===== src/rtl/scp_consts.svh =====
// constants of the serial control port slave
`ifndef SCP_CONSTS_SVH
`define SCP_CONSTS_SVH

`define SCP_ADDR_W          13
`define SCP_INSTR_BITS      5'd16
`define SCP_REG_PORT_CFG    13'h0000
`define SCP_REG_READ_SEL    13'h0004
`define SCP_REG_IO_UPDATE   13'h0005
`define SCP_CFG_LSB_FIRST   6
`define SCP_CFG_FOUR_WIRE   7
`define SCP_READ_SEL_BIT    0
`define SCP_IO_UPDATE_BIT   0
`define SCP_CNT_STREAM      2'h3
`define SCP_CFG_RESET       8'h00
`define SCP_ADDR_STEP       13'h0001

`endif


===== src/rtl/scp_pkg.sv =====
// types shared by the serial control port slave
package scp_pkg;

    typedef enum logic [1:0]
    {
        PH_INSTR,
        PH_PAYLOAD,
        PH_DONE
    } scp_phase_t;

    // one register write towards the buffer registers
    typedef struct packed
    {
        logic [12:0] addr;
        logic [7:0]  data;
    } scp_wr_t;

endpackage


===== src/rtl/scp_spi_slave.sv =====
// spi control port slave: instruction decode, payload shift, register access
`timescale 1ns/10ps
`include "scp_consts.svh"

module scp_spi_slave
(
    // clock and reset
    input  wire logic                core_clk,
    input  wire logic                reset,
    // spi pins
    input  wire logic                sclk,
    input  wire logic                cs_n,
    input  wire logic                sdio_in,
    output logic                     sdio_out,
    output logic                     sdio_oe,
    output logic                     serial_out_pin,
    output logic                     serial_out_pin_oe,
    // io update from a multifunction pin
    input  wire logic                io_update_pin,
    // register side
    output scp_pkg::scp_wr_t         wr_cmd,
    output logic                     wr_valid,
    output logic [12:0]              rd_addr,
    input  wire logic [7:0]          rd_data,
    output logic                     read_active,
    output logic                     io_update,
    // port state
    output logic                     lsb_first,
    output logic                     four_wire
);

    // pin synchronisers: first stage read only by second
    logic [2:0]             sclk_r;
    logic [2:0]             cs_r;
    logic [1:0]             sdi_r;
    logic [2:0]             iou_r;

    always_ff @(posedge core_clk)
    begin
        if (reset)
        begin
            sclk_r <= 3'h0;
            cs_r   <= 3'h7;
            sdi_r  <= 2'h0;
            iou_r  <= 3'h0;
        end
        else
        begin
            sclk_r <= {sclk_r[1:0], sclk};
            cs_r   <= {cs_r[1:0], cs_n};
            sdi_r  <= {sdi_r[0], sdio_in};
            iou_r  <= {iou_r[1:0], io_update_pin};
        end
    end

    logic cs_act;
    logic cs_rise;
    logic sclk_rise;
    logic sclk_fall;
    logic din;
    logic iou_rise;

    assign cs_act    = ~cs_r[1];
    assign cs_rise   = cs_r[1] & ~cs_r[2];
    assign sclk_rise = cs_act & sclk_r[1] & ~sclk_r[2];
    assign sclk_fall = cs_act & ~sclk_r[1] & sclk_r[2];
    assign din       = sdi_r[1];
    assign iou_rise  = iou_r[1] & ~iou_r[2];

    // shift in one bit in the current order
    function automatic logic [15:0] shift_in(input logic [15:0] sr, input logic b, input logic lsb);
        shift_in = lsb ? {b, sr[15:1]} : {sr[14:0], b};
    endfunction

    // transfer state
    scp_pkg::scp_phase_t    phase_r;
    logic [15:0]            sr_r;
    logic [4:0]             bit_cnt_r;
    logic [12:0]            addr_r;
    logic                   rd_mode_r;
    logic                   stream_r;
    logic [1:0]             bytes_left_r;
    logic                   load_r;
    logic [7:0]             tx_r;
    logic [7:0]             cfg_r;
    logic                   rd_sel_r;

    logic [15:0]            sr_nxt;
    logic                   instr_done;
    logic                   byte_done;
    logic                   last_byte;
    logic [7:0]             byte_in;
    logic [12:0]            addr_nxt;

    assign sr_nxt     = shift_in(sr_r, din, cfg_r[`SCP_CFG_LSB_FIRST]);
    assign instr_done = sclk_rise && phase_r == scp_pkg::PH_INSTR && bit_cnt_r == `SCP_INSTR_BITS - 5'd1;
    assign byte_done  = sclk_rise && phase_r == scp_pkg::PH_PAYLOAD && bit_cnt_r[2:0] == 3'h7;
    assign last_byte  = !stream_r && bytes_left_r == 2'h0;
    assign byte_in    = cfg_r[`SCP_CFG_LSB_FIRST] ? sr_nxt[15:8] : sr_nxt[7:0];
    // msb-first steps down; lsb-first steps up; natural wrap
    assign addr_nxt   = cfg_r[`SCP_CFG_LSB_FIRST] ? addr_r + `SCP_ADDR_STEP : addr_r - `SCP_ADDR_STEP;

    // capture on each rising serial clock edge outside the done phase
    always_ff @(posedge core_clk)
    begin
        if (reset)
            sr_r <= 16'h0000;
        else if (sclk_rise && phase_r != scp_pkg::PH_DONE)
            sr_r <= sr_nxt;
    end

    always_ff @(posedge core_clk)
    begin
        if (reset)
        begin
            phase_r   <= scp_pkg::PH_INSTR;
            bit_cnt_r <= 5'd0;
        end
        else if (cs_rise)
        begin
            // mid-byte rise flushes the port; boundary rise only stalls, except when done or streaming payload, which flush
            // stale stream flag must not end a stall inside the next instruction
            if (bit_cnt_r[2:0] != 3'h0 || phase_r == scp_pkg::PH_DONE || (stream_r && phase_r == scp_pkg::PH_PAYLOAD))
            begin
                phase_r   <= scp_pkg::PH_INSTR;
                bit_cnt_r <= 5'd0;
            end
        end
        else if (instr_done)
        begin
            phase_r   <= scp_pkg::PH_PAYLOAD;
            bit_cnt_r <= 5'd0;
        end
        else if (byte_done)
        begin
            bit_cnt_r <= 5'd0;
            if (last_byte)
                phase_r <= scp_pkg::PH_DONE;
        end
        else if (sclk_rise && phase_r != scp_pkg::PH_DONE)
            bit_cnt_r <= bit_cnt_r + 5'd1;
    end

    always_ff @(posedge core_clk)
    begin
        if (reset)
        begin
            rd_mode_r    <= 1'b0;
            stream_r     <= 1'b0;
            bytes_left_r <= 2'h0;
            addr_r       <= 13'h0000;
        end
        else if (instr_done)
        begin
            rd_mode_r    <= sr_nxt[15];
            stream_r     <= sr_nxt[14:13] == `SCP_CNT_STREAM;
            bytes_left_r <= sr_nxt[14:13];
            addr_r       <= sr_nxt[12:0];
        end
        else if (byte_done)
        begin
            addr_r <= addr_nxt;
            if (!stream_r && bytes_left_r != 2'h0)
                bytes_left_r <= bytes_left_r - 2'h1;
        end
    end

    always_ff @(posedge core_clk)
    begin
        if (reset)
        begin
            wr_valid <= 1'b0;
            wr_cmd   <= '0;
        end
        else
        begin
            wr_valid <= byte_done && !rd_mode_r;
            if (byte_done && !rd_mode_r)
            begin
                wr_cmd.addr <= addr_r;
                wr_cmd.data <= byte_in;
            end
        end
    end

    // port config lives in the port, not the map
    always_ff @(posedge core_clk)
    begin
        if (reset)
        begin
            cfg_r    <= `SCP_CFG_RESET;
            rd_sel_r <= 1'b0;
        end
        else if (byte_done && !rd_mode_r)
        begin
            if (addr_r == `SCP_REG_PORT_CFG)
                cfg_r <= byte_in;
            if (addr_r == `SCP_REG_READ_SEL)
                rd_sel_r <= byte_in[`SCP_READ_SEL_BIT];
        end
    end

    // self-clearing update bit or pin edge
    always_ff @(posedge core_clk)
    begin
        if (reset)
            io_update <= 1'b0;
        else
            io_update <= (byte_done && !rd_mode_r && addr_r == `SCP_REG_IO_UPDATE
                          && byte_in[`SCP_IO_UPDATE_BIT]) || iou_rise;
    end

    // fetch pending: armed at a boundary, taken at next fall
    always_ff @(posedge core_clk)
    begin
        if (reset)
            load_r <= 1'b0;
        else if (cs_rise)
            load_r <= 1'b0;
        else if ((instr_done && sr_nxt[15]) || (byte_done && rd_mode_r && !last_byte))
            load_r <= 1'b1;
        else if (sclk_fall)
            load_r <= 1'b0;
    end

    // own registers answer here, the rest from outside
    logic [7:0] rd_byte;

    always_comb
    begin
        rd_byte = rd_data;
        if (addr_r == `SCP_REG_PORT_CFG)
            rd_byte = cfg_r;
        else if (addr_r == `SCP_REG_READ_SEL)
            rd_byte = {7'h00, rd_sel_r};
        else if (addr_r == `SCP_REG_IO_UPDATE)
            rd_byte = 8'h00;
    end

    // read data moves only on falling edges
    always_ff @(posedge core_clk)
    begin
        if (reset)
            tx_r <= 8'h00;
        else if (sclk_fall && load_r)
            tx_r <= rd_byte;
        else if (sclk_fall && rd_mode_r && phase_r != scp_pkg::PH_INSTR)
            tx_r <= cfg_r[`SCP_CFG_LSB_FIRST] ? {1'b0, tx_r[7:1]} : {tx_r[6:0], 1'b0};
    end

    logic tx_bit;
    logic drive;

    assign tx_bit = cfg_r[`SCP_CFG_LSB_FIRST] ? tx_r[0] : tx_r[7];
    // pin stays driven until chip select rises, easing the host's hold
    assign drive  = cs_act && rd_mode_r && phase_r != scp_pkg::PH_INSTR;

    // release pins while deselected; one pin per wiring
    assign sdio_out          = tx_bit;
    assign sdio_oe           = drive && !cfg_r[`SCP_CFG_FOUR_WIRE];
    assign serial_out_pin    = tx_bit;
    assign serial_out_pin_oe = drive && cfg_r[`SCP_CFG_FOUR_WIRE];

    assign rd_addr     = addr_r;
    assign read_active = rd_sel_r;
    assign lsb_first   = cfg_r[`SCP_CFG_LSB_FIRST];
    assign four_wire   = cfg_r[`SCP_CFG_FOUR_WIRE];
endmodule // scp_spi_slave


===== config.mk =====
export PLATFORM = sky130hd
export DESIGN_NAME = scp_spi_slave
export DESIGN_NICKNAME = d
export VERILOG_FILES = /design/src/rtl/scp_pkg.sv /design/src/rtl/scp_spi_slave.sv
export VERILOG_INCLUDE_DIRS = /design/src /design/src/rtl
export SDC_FILE = /design/constraint.sdc
export NUM_CORES = 1
export LEC_CHECK = 0
export BUFFER_PORTS_ARGS = -buffer_cell sky130_fd_sc_hd__buf_2
export CAP_MARGIN = 20
export CORE_ASPECT_RATIO = 1.25
export CORE_UTILIZATION = 50
export DETAILED_ROUTE_END_ITERATION = 8
export PLACE_DENSITY = 0.74
export SLEW_MARGIN = 20
export SYNTH_ARGS = -nofsm -noshare
export SYNTH_HDL_FRONTEND = slang
export SYNTH_SLANG_ARGS = --single-unit

===== constraint.sdc =====
create_clock -name core_clk -period 2.5 [get_ports core_clk]
set_input_delay 0.375 -clock core_clk [delete_from_list [all_inputs] [get_ports core_clk]]
set_output_delay 0.375 -clock core_clk [all_outputs]
set_load 0.01 [all_outputs]

==> key figures <==
STA
  – Actual slew at the worst max-slew pin: 0.653 ns
  – Setup Skew: 0.0125 ns
  – Setup TNS: 0 ns
  – Final hold vios: 0
  – Tmin final: 2.25 ns
  – Fin. max-slew vios: 0
  – Final cycle utilization of the critical path: 90.1%
  – RSZ-0062 raised after global routing: no
  – Relative slew slack: 56.4%
  – Setup violators final: 0
  – FMAX: 444 MHz

Synth
  – Area leader, netlist: dfxtp_1
  – Yosys top cell area share: 40.0%
  – Top FF cell, synth: dfxtp_1
  – Mapped Cells: 546
  – Mapped Area: 4600 sq um
  – Post-synthesis async set-or-reset flop share: 0%
  – Syn avg cell area: 8.43 sq um
  – Sequential share of the synthesized area: 40.0%
  – Number of distinct library cells after synthesis: 55
  – Most common cell in the netlist: dfxtp_1
  – Dominant cells by area after synthesis: dfxtp_1 (40%), a21oi_1 (7.1%), a211oi_1 (6.8%), nor2_1 (4.7%), ha_1 (4.3%)
  – Commonest cells in the netlist: dfxtp_1 (92), a21oi_1 (65), nor2_1 (58), nand2_1 (46), a211oi_1 (42)
  – Synth warn: 0
  – FF+latch count, synth: 92
  – Post-synth EDFFs: 0
  – Syn Nets: 577

Global routing
  – Met2 Use GR: 42.2%
  – First-pass GRT wire length: 18.6 mm
  – Gr busiest metal: met2
  – Initial antenna violation count: 0
  – Largest net degree at the start of global routing: 49
  – GR Overflow Total: 0
  – Met3 usage: 4.09%
  – Vias in the first global route: 3886
  – GRT Overall Usage: 25.1%
  – Met1 usage: 30.3%

Finish
  – Layout cells sized above 1: 17.7%
  – Nets@finish: 624
  – Final Core Density: 59.4%
  – Antenna cell count: 0
  – Post-route insts no fill: 718
  – Fill cells: 800
  – Layout area overhead: 13.6%

Floorplanning
  – Initial core utilization: 52.3%
  – Die ar.: 9600 sq um
  – Std-Cell Rows: 38
  – Die height: 109 microns
  – Core ar.: 8800 sq um
  – Die X: 87.8 microns
  – IO Count: 57

Run status
  – Status: finished, final reports clean

Detailed routing
  – Vias after detailed routing: 4159
  – WL/cell: 15.7 microns
  – Residual DRC: 0
  – WL final: 11.3 mm
  – Pre-antenna DRT Iters: 5
  – Routed Antenna Nets: 0
  – Via density: 5.79
  – Initial DRC count: 158

Critical path
  – Arr. time, crit path: 2.56 ns
  – CP startpoint kind: flop
  – Critical path class: flop to flop
  – Endpoint class of the critical path: flop
  – Worst EP required: 2.81 ns
  – CP Max Fanout: 5

Power and ir drop
  – Leak pwr: 2.02 nW
  – Tot Pwr: 0.00273 W
  – Pwr dens: 522 nW/um^2
  – Worst VDD drop: 0.321 mV

Placement
  – Placer Congestion: 0.909
  – Hpwl dp: 8.28 mm
  – IO Port Bufs: 56
  – Cells after DPL: 702

Clock tree
  – Total CTS buffers: 9
  – Reg clk slew, reported paths: 0.10 ns
  – Clock sinks: 92
  – CTS hold repair buffers: 0
  – Clock Latency Late Sink: 0.38 ns
  – Max Root-Sink Buffers: 2
  – CTS resizes: 0
  – Clock root cell: clkbuf_8
  – CTS tree: built
  – Total number of H-tree levels: 3
  – Post-CTS Repair Setup Buffers: 0

Run
  – Max-cap violations: 0

Worst hold path
  – Hold WC Path Type: input port to flop
[cell families after synthesis]
family / share of synthesized area (%)
XOR/XNOR: 2.47
flip-flops: 40.0
AO/OA/AOI/OAI: 24.4
multiplexers: 3.53
adder cells (fa/ha/maj): 4.78
buffers and inverters: 4.40
AND/OR/NAND/NOR: 20.4
[power by group]
| group | total [W] | leakage (nW) | internal, W | switching, W |
|---|---|---|---|---|
| clock | 0.00116 | 0.117 | 0.000601 | 0.000564 |
| sequential | 0.00148 | 0.744 | 0.00148 | 0.00000825 |
| combinational | 0.0000794 | 1.16 | 0.0000303 | 0.0000491 |
[worst paths after layout]
kind | from | endpoint | slack [ns] | depth (start not counted)
worst max-delay path | cfg_r[6] | rd_addr[12] | 0.25 | 8
worst max register to register | cfg_r[6] | rd_addr[12] | 0.25 | 8
worst min register to register | cs_r[0] | cs_r[1] | 0.41 | 1
worst min-delay path | cs_n | cs_r[0] | 0.18 | 2
[final cells by class]
cell class / count / area, sq um / share of cell area, %
multi-input cells: 409 / 2560 / 48.9
flip-flops and latches: 92 / 1840 / 35.3
repair buffers: 71 / 405 / 7.75
well taps: 120 / 150 / 2.87
clock buffers: 10 / 138 / 2.63
clock inverters: 6 / 95.1 / 1.82
inverters: 10 / 37.5 / 0.718
[registers in the layout, indices dropped and copies added, names as in the netlist, 3 cells and up]
register / count
sclk_r: 3
wr_cmd: 21
sr_r: 16
cfg_r: 8
tx_r: 8
bit_cnt_r: 5
iou_r: 3
cs_r: 3
rd_addr: 13
[worst max-delay path: stages (launching register included)]
cell and delay (ns):
dfxtp_2 0.33, inv_1 0.10, fa_1 0.45, a211oi_1 0.34, o21ai_0 0.17, a21oi_1 0.31, mux2i_1 0.13, a21oi_1 0.17
mux2i_1 0.20
[stage by stage]
step | hold WS [ns] | worst slack, ns | instance area (sq um)
after floorplan | 0.389 | 0.311 | 4600
after global placement | 0.393 | 0.412 | 4990
after detailed placement | 0.393 | 0.309 | 4990
after CTS | 0.175 | 0.281 | 5230
after global routing | 0.185 | 0.0536 | 5230
final | 0.180 | 0.247 | 5230
[routing by layer]
| layer | up-vias | share of wire (%) |
|---|---|---|
| li1 | 2053 | - |
| met1 | 1958 | 43 |
| met2 | 120 | 50 |
| met3 | 28 | 4.0 |
| met4 | 0 | 3.6 |
| met5 | - | 0 |
[cells in the final DEF (no fill, tap or decap), types with 3 or more instances in the layout]
master    instances
dfxtp_1          91
a21oi_1          65
nor2_1           58
buf_2            56
nand2_1          46
a211oi_1         42
o21ai_0          27
nor2b_1          21
ha_1             16
mux2i_1          14
buf_4            14
nor3_1           12
inv_1            10
clkbuf_8         10
nand3_1           9
nor3b_1           8
o21bai_1          8
xor2_1            7
xnor2_1           6
nand2b_1          6
a32o_1            6
a21o_1            5
and3_1            4
and2_1            4
or2_2             4
o21a_1            3
a31oi_1           3
nand3b_1          3
(Power assumes the default switching activity.)
